`config.mk`:
```
export PLATFORM = sky130hd
export DESIGN_NAME = pdmc_top
export DESIGN_NICKNAME = d
export VERILOG_FILES = /design/src/pdmc_pkg.sv /design/src/pdmc_ctl_if.sv /design/src/pdmc_regs.sv /design/src/pdmc_mode_fsm.sv /design/src/pdmc_top.sv
export SDC_FILE = /design/constraint.sdc
export NUM_CORES = 1
export LEC_CHECK = 0
export ABC_CLOCK_PERIOD_IN_PS = 1810
export BUFFER_PORTS_ARGS = -buffer_cell sky130_fd_sc_hd__buf_2
export CAP_MARGIN = 20
export CORE_UTILIZATION = 45
export CTS_CLUSTER_SIZE = 24
export DETAILED_ROUTE_END_ITERATION = 7
export MAX_ROUTING_LAYER = met4
export PLACE_DENSITY = 0.73
export SLEW_MARGIN = 5
export SYNTH_ARGS = -nofsm -noshare
export SYNTH_HDL_FRONTEND = slang
export SYNTH_SLANG_ARGS = --single-unit
```
`constraint.sdc`:
```
create_clock -name sys_clk -period 1.81 [get_ports sys_clk]
set_clock_uncertainty 0.2 [all_clocks]
set_input_delay 0.2715 -clock sys_clk [delete_from_list [all_inputs] [get_ports sys_clk]]
set_output_delay 0.2715 -clock sys_clk [all_outputs]
set_load 0.02 [all_outputs]
```
`src/pdmc_pkg.sv`:
```
package pdmc_pkg;

    localparam logic [1:0] ADDR_MODE_CLK = 2'h0;
    localparam logic [1:0] ADDR_STANDBY  = 2'h1;
    localparam logic [1:0] ADDR_STATUS   = 2'h2;

    localparam int SLP_SEL_BIT = 7;
    localparam int LOW_SPD_BIT = 6;
    localparam int DIR_XFR_BIT = 5;
    localparam int MA_MSB      = 4;
    localparam int MA_LSB      = 2;
    localparam int SA_MSB      = 1;
    localparam int SA_LSB      = 0;
    localparam int RSVD_BIT    = 7;
    localparam int WDOG_BIT    = 3;

    localparam logic [7:0] MODE_CLK_RST  = 8'h00;
    localparam logic [7:0] STANDBY_RST   = 8'h00;
    localparam logic [7:0] STANDBY_WMASK = 8'h7f;
    localparam logic [2:0] ACT_OSC_CODE  = 3'h0;
    localparam logic [1:0] SUB_SA_DIV4   = 2'h1;
    localparam logic [1:0] SHIFT_DIV2    = 2'h1;
    localparam logic [1:0] SHIFT_DIV4    = 2'h2;
    localparam logic [1:0] SHIFT_DIV8    = 2'h3;

    typedef enum logic [2:0] {
        MODE_ACTIVE    = 3'b000,
        MODE_SLEEP     = 3'b001,
        MODE_SUBSLEEP  = 3'b010,
        MODE_STANDBY   = 3'b011,
        MODE_SUBACTIVE = 3'b100
    } pdmc_mode_e;

    // sleep is honoured only from a running mode and never for the undefined
    // sleep-select plus low-speed combination without direct transfer or standby select
    function automatic logic pdmc_sleep_ok(input logic [7:0] cfg, input logic stbySel,
                                           input pdmc_mode_e cur);
        logic running;
        running = (cur == MODE_ACTIVE) || (cur == MODE_SUBACTIVE);
        return running && (cfg[DIR_XFR_BIT] || stbySel
                           || !(cfg[SLP_SEL_BIT] && cfg[LOW_SPD_BIT]));
    endfunction

    function automatic pdmc_mode_e pdmc_sleep_target(input logic [7:0] cfg,
                                                     input logic stbySel);
        pdmc_mode_e t;
        if (cfg[DIR_XFR_BIT])
            t = cfg[LOW_SPD_BIT] ? MODE_SUBACTIVE : MODE_ACTIVE;
        else if (stbySel)
            t = MODE_STANDBY;
        else
            t = cfg[SLP_SEL_BIT] ? MODE_SUBSLEEP : MODE_SLEEP;
        return t;
    endfunction

    function automatic pdmc_mode_e pdmc_wake_target(input logic [7:0] cfg, input pdmc_mode_e cur);
        return (cur != MODE_STANDBY && cfg[LOW_SPD_BIT]) ? MODE_SUBACTIVE : MODE_ACTIVE;
    endfunction

    function automatic logic [2:0] pdmc_active_code(input logic [2:0] ma);
        return ma[2] ? ma : ACT_OSC_CODE;
    endfunction

    function automatic logic [1:0] pdmc_sub_shift(input logic [1:0] sa);
        logic [1:0] s;
        if (sa[1])
            s = SHIFT_DIV2;
        else if (sa == SUB_SA_DIV4)
            s = SHIFT_DIV4;
        else
            s = SHIFT_DIV8;
        return s;
    endfunction

endpackage

```
`src/pdmc_ctl_if.sv`:
```
interface pdmc_ctl_if;
    logic [7:0] modeClkReg;
    logic [7:0] standbyReg;

    modport owner (output modeClkReg, output standbyReg);
    modport user  (input modeClkReg, input standbyReg);
endinterface

```
`src/pdmc_regs.sv`:
```
module pdmc_regs
    import pdmc_pkg::*;
(
    input  wire logic       sys_clk,
    input  wire logic       arst_n,
    input  wire logic       wrModeClk,
    input  wire logic       wrStandby,
    input  wire logic [7:0] wrData,
    pdmc_ctl_if.owner       ctl
);
    logic [7:0] modeClk_r;
    logic [7:0] standby_r;

    always_ff @(posedge sys_clk or negedge arst_n)
    begin
        if (!arst_n)
        begin
            modeClk_r <= MODE_CLK_RST;
            standby_r <= STANDBY_RST;
        end
        else
        begin
            if (wrModeClk)
                modeClk_r <= wrData;
            if (wrStandby)
                standby_r <= wrData & STANDBY_WMASK;
        end
    end

    assign ctl.modeClkReg = modeClk_r;
    assign ctl.standbyReg = standby_r;
endmodule

```
`src/pdmc_mode_fsm.sv`:
```
module pdmc_mode_fsm
    import pdmc_pkg::*;
(
    input  wire logic       sys_clk,
    input  wire logic       arst_n,
    input  wire logic       standbySelect,
    input  wire logic       sleepExec,
    input  wire logic       wakeIrq,
    pdmc_ctl_if.user        ctl,
    output pdmc_mode_e      mode_r,
    output logic [2:0]      activeCode_r,
    output logic [1:0]      subShift_r
);
    pdmc_mode_e mode_nxt;
    wire        halted;
    wire        sleepTaken;

    assign halted     = (mode_r == MODE_SLEEP) || (mode_r == MODE_SUBSLEEP)
                      || (mode_r == MODE_STANDBY);
    assign sleepTaken = sleepExec && pdmc_sleep_ok(ctl.modeClkReg, standbySelect, mode_r);

    always_comb
    begin
        mode_nxt = mode_r;
        case (mode_r)
            MODE_ACTIVE, MODE_SUBACTIVE:
                if (sleepTaken)
                    mode_nxt = pdmc_sleep_target(ctl.modeClkReg, standbySelect);
            default:
                if (halted && wakeIrq)
                    mode_nxt = pdmc_wake_target(ctl.modeClkReg, mode_r);
        endcase
    end

    always_ff @(posedge sys_clk or negedge arst_n)
    begin
        if (!arst_n)
        begin
            mode_r       <= MODE_ACTIVE;
            activeCode_r <= ACT_OSC_CODE;
            subShift_r   <= SHIFT_DIV8;
        end
        else
        begin
            mode_r <= mode_nxt;
            if (sleepTaken)
            begin
                activeCode_r <= pdmc_active_code(ctl.modeClkReg[MA_MSB:MA_LSB]);
                subShift_r   <= pdmc_sub_shift(ctl.modeClkReg[SA_MSB:SA_LSB]);
            end
        end
    end
endmodule

```
`src/pdmc_top.sv`:
```
module pdmc_top
    import pdmc_pkg::*;
(
    input  wire logic       sys_clk,
    input  wire logic       arst_n,
    input  wire logic [1:0] regAddr,
    input  wire logic [7:0] regWrData,
    input  wire logic       regWrEn,
    input  wire logic       regRdEn,
    output logic [7:0]      regRdData,
    input  wire logic       standbySelect,
    input  wire logic       wdtClkIsOsc,
    input  wire logic       sleepExec,
    input  wire logic       wakeIrq,
    output pdmc_mode_e      modeState,
    output logic            cpuHalted,
    output logic [2:0]      activeClkCode,
    output logic [1:0]      subClkShift,
    output logic            twowireStandby,
    output logic            serialStandby,
    output logic            converterStandby,
    output logic            watchdogStandby,
    output logic            thirdTimerStandby,
    output logic            secondTimerStandby,
    output logic            firstTimerStandby
);
    pdmc_ctl_if ctl ();

    logic [7:0] rdData_r;
    logic       halted_r;
    logic [6:0] standbyOut_r;
    logic [6:0] standbyOut_nxt;

    wire        selModeClk;
    wire        selStandby;
    wire        selStatus;
    wire        wrModeClk;
    wire        wrStandby;
    wire [7:0]  statusWord;
    wire [7:0]  rdMux;
    wire        sleepTaken;
    wire        haltNxt;
    pdmc_mode_e sleepTarget;
    pdmc_mode_e wakeTarget;

    // address decode
    assign selModeClk = (regAddr == ADDR_MODE_CLK);
    assign selStandby = (regAddr == ADDR_STANDBY);
    assign selStatus  = (regAddr == ADDR_STATUS);
    assign wrModeClk  = regWrEn && selModeClk;
    assign wrStandby  = regWrEn && selStandby;

    pdmc_regs u_regs (
        .sys_clk   (sys_clk),
        .arst_n    (arst_n),
        .wrModeClk (wrModeClk),
        .wrStandby (wrStandby),
        .wrData    (regWrData),
        .ctl       (ctl.owner)
    );

    pdmc_mode_fsm u_fsm (
        .sys_clk       (sys_clk),
        .arst_n        (arst_n),
        .standbySelect (standbySelect),
        .sleepExec     (sleepExec),
        .wakeIrq       (wakeIrq),
        .ctl           (ctl.user),
        .mode_r        (modeState),
        .activeCode_r  (activeClkCode),
        .subShift_r    (subClkShift)
    );

    // status shows applied clocks and current mode, read only
    assign statusWord = {subClkShift, activeClkCode, modeState};

    assign rdMux = selModeClk ? ctl.modeClkReg
                 : selStandby ? (ctl.standbyReg & STANDBY_WMASK)
                 : selStatus  ? statusWord
                 : 8'h00;

    assign sleepTaken  = sleepExec && pdmc_sleep_ok(ctl.modeClkReg, standbySelect, modeState);
    assign sleepTarget = pdmc_sleep_target(ctl.modeClkReg, standbySelect);
    assign wakeTarget  = pdmc_wake_target(ctl.modeClkReg, modeState);

    // halt flag follows the mode the fsm enters this edge
    assign haltNxt = sleepTaken ? (sleepTarget != MODE_ACTIVE && sleepTarget != MODE_SUBACTIVE)
                   : (wakeIrq ? 1'b0 : cpuHalted);

    assign standbyOut_nxt[6:4] = ctl.standbyReg[6:4];
    assign standbyOut_nxt[2:0] = ctl.standbyReg[2:0];
    assign standbyOut_nxt[WDOG_BIT] = ctl.standbyReg[WDOG_BIT] && !wdtClkIsOsc;

    always_ff @(posedge sys_clk or negedge arst_n)
    begin
        if (!arst_n)
        begin
            rdData_r     <= 8'h00;
            halted_r     <= 1'b0;
            standbyOut_r <= 7'h00;
        end
        else
        begin
            rdData_r     <= regRdEn ? rdMux : 8'h00;
            halted_r     <= haltNxt;
            standbyOut_r <= standbyOut_nxt;
        end
    end

    assign regRdData          = rdData_r;
    assign cpuHalted          = halted_r;
    assign twowireStandby     = standbyOut_r[6];
    assign serialStandby      = standbyOut_r[5];
    assign converterStandby   = standbyOut_r[4];
    assign watchdogStandby    = standbyOut_r[3];
    assign thirdTimerStandby  = standbyOut_r[2];
    assign secondTimerStandby = standbyOut_r[1];
    assign firstTimerStandby  = standbyOut_r[0];
endmodule

```
==> results of run 1 <==
==> metal layers <==
| metal | wire (um) | share of wire (%) | vias to the layer above |
|---|---|---|---|
| met5 | 0 | 0 | - |
| met2 | 1572 | 50 | 29 |
| met4 | 29 | 0.92 | 0 |
| met3 | 124 | 3.9 | 2 |
| met1 | 1431 | 45 | 562 |
| li1 | - | - | 537 |
==> logic make-up (layout without fill, tap and decap cells) <==
logic type,count (synthesis),count (layout),share of synthesized area (%)
AO/OA/AOI/OAI,21,21,9.091
buffers and inverters,7,68,2.194
flip-flops,39,39,61.29
multiplexers,26,26,17.79
AND/OR/NAND/NOR,24,24,9.640
==> cell type report <==
cell class | count | area (um2) | area share (%)
inverters | 3 | 11.26 | 0.5478
multi-input cells | 71 | 583.1 | 28.36
flip-flops and latches | 39 | 980.9 | 47.72
well taps | 46 | 57.56 | 2.800
clock buffers | 7 | 65.06 | 3.165
repair buffers | 57 | 350.3 | 17.04
clock inverters | 1 | 7.507 | 0.3652
==> timing repair <==
action | 4_1_cts | 5_1_grt
hold buffers | 10 | 0
endpoints found under the setup margin | 0 | 0
hold endpoints to repair | 39 | 0
==> cells in the final DEF (no fill, tap or decap), types with 2 or more instances in the layout <==
master,synthesis,layout
o2bb2ai_1,5,5
buf_4,0,6
dfrtp_2,0,2
nand2_1,5,5
nor2b_1,3,3
a21boi_0,3,3
dfstp_2,2,2
clkbuf_8,0,2
and2_1,5,5
o21ai_0,8,8
buf_2,1,41
or2_2,2,2
mux2_2,15,15
dfrtp_1,37,35
mux2i_1,10,10
dlygate4sd3_1,0,10
inv_1,3,3
clkbuf_4,0,5
==> power breakdown <==
group | switching (mW) | internal [mW] | leakage [nW] | total (mW)
clock network | 0.264 | 0.227 | 0.0375 | 0.491
registers | 0.149 | 1.10 | 0.477 | 1.25
logic | 0.475 | 0.383 | 0.476 | 0.858
==> worst max-delay path, delay by kind of cell (launching register included) <==
family / cells / cell delay (ps)
AND/OR/NAND/NOR: 2 / 690
flip-flops: 1 / 420
multiplexers: 1 / 300
==> flip-flops by register name, summed over array words and instances, names as in the netlist <==
signal and cells:
cpuHalted 1, regRdData 8, standbyOut_r 7, u_fsm.activeCode_r 3, u_fsm.mode_r 3, u_fsm.subShift_r 2, u_regs.ctl.modeClkReg 8, u_regs.ctl.standbyReg 7
==> how the worst max path moves through the flow <==
stage / from / to / slack [ps] / depth (start not counted)
2_1_floorplan: u_fsm.mode_r[0] / u_fsm.activeCode_r[2] / -30 / 4
3_3_place_gp: u_fsm.mode_r[0] / u_fsm.activeCode_r[2] / 130 / 3
3_5_place_dp: u_fsm.mode_r[0] / u_fsm.activeCode_r[2] / 120 / 3
4_1_cts: u_fsm.mode_r[0] / u_fsm.activeCode_r[2] / 110 / 3
5_1_grt: u_fsm.mode_r[0] / u_fsm.subShift_r[0] / 50 / 4
6_report: u_fsm.mode_r[0] / u_fsm.activeCode_r[2] / 100 / 3
==> results.json, run 1 <==
{
  "post_drt_wl_per_cell_um": 14.09,
  "path_clk_slew_ps": 110,
  "initial_core_util_pct": 47.47,
  "relSlewSlack_pct": 62.05,
  "post_cts_buffers": 0,
  "clock_latency_ps": 320,
  "ff2ff_setup_slack_ps": 100,
  "ys.flop_type": "dfrtp_1",
  "cts.path.max_buffers": 2,
  "grt_use_total_pct": 19.78,
  "critPathKind": "reg2reg",
  "htreeDepth": 2,
  "place_ws_ps": 122.0,
  "synth_area_leaders": "dfrtp_1, mux2_2, mux2i_1",
  "place_congestion": 0.9478,
  "placed_area_um2": 1883,
  "setup-tns-final_ps": 0,
  "synthesis.nets": 135,
  "rr_worst_depth": 3,
  "slowest_stage": "dfrtp_2",
  "synth_most_common_cell": "dfrtp_1",
  "grt_use_met3_pct": 4.412,
  "grt_use_met1_pct": 25.37,
  "status": "finished, final reports clean",
  "root_buffer": "clkbuf_4",
  "dr.pass1.iters": 4,
  "viasPerCell": 5.045,
  "postRouteAntennaNets": 0,
  "via_count": 1130,
  "crit_chain": "or3b_4 > or2_1 > mux2_4",
  "hold_viol_final": 0,
  "finalPower_mw": 2.596,
  "die-height_um": 61.57,
  "routed_wirelength_um": 3156,
  "crit_path_max_incr_delay_ps": 420,
  "maxSlewViolCount": 0,
  "overflow": 0,
  "async_flop_share_pct": 100.0,
  "hold_path.class": "in2reg",
  "fin_util_pct": 61.12,
  "tightest_slew_ps": 569.3,
  "dieArea_um2": 3790,
  "hold_path_end": "cpuHalted",
  "grt_max_degree": 27,
  "leakage_nw": 0.9897,
  "yosysUniqueCellTypes": 30,
  "critPathMaxFanout": 6,
  "io_pins": 42,
  "cts_inserted_buffers": 5,
  "cts_tree": "yes",
  "grt-busiest-layer": "met2",
  "final_cells": 224,
  "ys_ff_latch": 39,
  "regToRegStartpoint": "u_fsm.mode_r[0]",
  "nNetsFinal": 195,
  "cap_violations": 0,
  "cts-resized-gates": 0,
  "hpwl_um": 2296,
  "arrival_ps": 1720,
  "rows": 21,
  "crit_path_end_kind": "flip-flop",
  "syn_inst": 117,
  "final_cell_area_um2": 2056,
  "dp.cells": 206,
  "yosysSeqAreaShare_pct": 61.29,
  "worst_slack_ps": 103.3,
  "core_um2": 3363,
  "syn_to_final_growth_pct": 28.76,
  "grt_pass1_wl_um": 5126,
  "power_density_nw_per_um2": 1263,
  "holdCritStartpoint": "wakeIrq",
  "max-vdd-ir-drop_uv": 688.8,
  "post-route-period-util_pct": 94.29,
  "fin_crit_ps": 1707,
  "antenna_found_initial": 0,
  "holdPathStages": 4,
  "portBuffers": 41,
  "synth_area_leader_cell": "dfrtp_1",
  "crit_required_ps": 1830,
  "synth_area_um2": 1597,
  "diodes": 0,
  "synth_edf_count": 0,
  "setup_viol": 0,
  "whs_ps": 20.84,
  "grt_pass1_vias": 1102,
  "synthTopCellsByCount": "dfrtp_1, mux2_2, mux2i_1, o21ai_0",
  "ys_warn_count": 0,
  "synth.top_cell.area_share_pct": 57.99,
  "drive_above_1_share_pct": 45.51,
  "die_w_um": 61.57,
  "fillers": 300,
  "drc": 0,
  "drtIter0Drc": 33,
  "r2r-end": "u_fsm.activeCode_r[2]",
  "syn_area_per_cell_um2": 13.65,
  "critPathLaunchType": "flip-flop",
  "rsz0062_at_grt": "false",
  "cts_num_sinks": 39,
  "grt_use_met2_pct": 30.57,
  "fmax_mhz": 585.9
}
No activity file was read; power rests on OpenSTA's default activity.
==> inputs of run 2 (changes only) <==
Settings changed: CELL_PAD_IN_SITES_DETAIL_PLACEMENT set to 0, CELL_PAD_IN_SITES_GLOBAL_PLACEMENT set to 1, CORE_UTILIZATION 45 to 37, PLACE_DENSITY 0.73 to unset, PLACE_DENSITY_LB_ADDON set to 0.1.
==> run 2 against run 1 <==
  * Via count fell by 3.6%
  * Global-route usage is 1.8 points lower
  * Combinational power hardly changed
  * Critical path depth stayed put
  * Count of clock-buffer cells in the layout is the same
==> results.json, run 2 (synthesis results as in run 1) <==
{
  "fin_crit_ps": 1706,
  "comb_power_share_pct": 31.6,
  "root_buffer": "clkbuf_8",
  "fin_util_pct": 50.02,
  "cts.path.max_buffers": 2,
  "grt_pass1_vias": 1169,
  "post_cts_buffers": 0,
  "syn_to_final_growth_pct": 27.12,
  "hold_path_end": "u_regs.ctl.modeClkReg[7]",
  "viasPerCell": 4.905,
  "cts_inserted_buffers": 5,
  "grt_use_total_pct": 17.97,
  "p_int_mw": 1.790,
  "drtIter0Drc": 34,
  "hpwl_um": 2560,
  "nNetsFinal": 189,
  "setup_viol": 0,
  "path_clk_slew_ps": 70,
  "r2r-end": "u_fsm.activeCode_r[2]",
  "post_drt_wl_per_cell_um": 15.38,
  "via_count": 1089,
  "htreeDepth": 2,
  "swShare_pct": 33.86,
  "die_w_um": 67.69,
  "drc": 0,
  "grt_max_degree": 23,
  "setup-tns-final_ps": 0,
  "drive_above_1_share_pct": 48.26,
  "portBuffers": 41,
  "fmax_mhz": 586.0,
  "critPathLaunchType": "flip-flop",
  "crit_required_ps": 1780,
  "holdPathStages": 2,
  "holdCritStartpoint": "regWrData[7]",
  "routed_wirelength_um": 3414,
  "fillers": 375,
  "clock_latency_ps": 290,
  "critPathKind": "reg2reg",
  "switching_power_mw": 0.9166,
  "diodes": 0,
  "io_pins": 42,
  "post-route-period-util_pct": 94.27,
  "initial_core_util_pct": 39.35,
  "postRouteAntennaNets": 0,
  "p_clk_share_pct": 22.0,
  "seqCellArea_um2": 980.9,
  "cts_num_sinks": 39,
  "arrival_ps": 1680,
  "max-vdd-ir-drop_uv": 673.3,
  "maxSlewViolCount": 0,
  "tightest_slew_ps": 524.2,
  "hold_viol_final": 0,
  "hold_path.class": "in2reg",
  "final_common_cell": "buf_2",
  "overflow": 0,
  "cts_tree": "yes",
  "layout_common_cells": "buf_2, dfrtp_1, mux2_2",
  "leakage_nw": 0.9829,
  "dieArea_um2": 4582,
  "multi_input_area_um2": 585.6,
  "antenna_found_initial": 0,
  "power_density_nw_per_um2": 1334,
  "cap_violations": 0,
  "seq_power_share_pct": 46.4,
  "rr_worst_depth": 3,
  "die-height_um": 67.69,
  "core_um2": 4058,
  "dr.pass1.iters": 3,
  "status": "finished, final reports clean",
  "rsz0062_at_grt": "false",
  "rows": 23,
  "grt_pass1_wl_um": 5616,
  "crit_path_end_kind": "flip-flop",
  "place_congestion": 0.7876,
  "ff2ff_setup_slack_ps": 100,
  "finalPower_mw": 2.707,
  "critPathMaxFanout": 6,
  "relSlewSlack_pct": 64.94,
  "regToRegStartpoint": "u_fsm.mode_r[0]"
}
run 2: final cells by class:
type                    instances  share of cell area [%]
flip-flops and latches         39                   48.34
clock buffers                   7                   4.254
inverters                       3                  0.5549
well taps                      50                   3.083
multi-input cells              71                   28.85
clock inverters                 1                  0.2466
repair buffers                 51                   14.67
run 2: worst max-delay path by stage:
stage / to / depth (start not counted) / from
floorplan: u_fsm.activeCode_r[2] / 4 / u_fsm.mode_r[0]
global placement: u_fsm.activeCode_r[2] / 3 / u_fsm.mode_r[0]
detailed placement: u_fsm.activeCode_r[2] / 3 / u_fsm.mode_r[0]
CTS: u_fsm.activeCode_r[2] / 3 / u_fsm.mode_r[0]
global route: u_fsm.mode_r[1] / 3 / u_fsm.mode_r[0]
finish: u_fsm.activeCode_r[2] / 3 / u_fsm.mode_r[0]
run 2: per-layer routing:
| layer | vias to the layer above | part of all wire (%) | global-route usage, % |
|---|---|---|---|
| li1 | 523 | - | - |
| met5 | - | 0 | - |
| met2 | 28 | 47 | 27.48 |
| met1 | 533 | 46 | 22.58 |
| met4 | 0 | 1.4 | 6.383 |
| met3 | 5 | 4.8 | 5.068 |
run 2: through the flow:
stage                     worst slack [ps]  std cells  cell area (um2)  hold slack (ps)
final                                103.6        222             2029            18.65
after global routing                 48.10        222             2029            13.77
after CTS                            67.92        222             2027            7.559
after detailed placement             72.41        212             1916            44.70
after global placement               102.0        212             1916            32.74
after floorplan                     -28.09        117             1599           -224.1
run 2: power by group through the flow:
| stage | Combinational [mW] | Sequential, mW | Clock [mW] |
|---|---|---|---|
| after floorplan | 0.351 | 1.43 | 0 |
| after global placement | 0.853 | 1.27 | 0 |
| after detailed placement | 0.856 | 1.27 | 0 |
| after CTS | 0.862 | 1.26 | 0.622 |
| after global routing | 0.944 | 1.29 | 0.666 |
| final | 0.855 | 1.26 | 0.596 |
run 2: worst max-delay path, stage by stage, from the launching register on:
cell	delay, ps
dfrtp_2	410
or3b_4	420
or2_4	270
mux2_4	290
run 2: what timing repair did:
action | CTS | global route
hold endpoints to repair | 16 | 0
resized for setup | 0 | 1
setup endpoints to repair | 0 | 1
hold buffers | 2 | 0
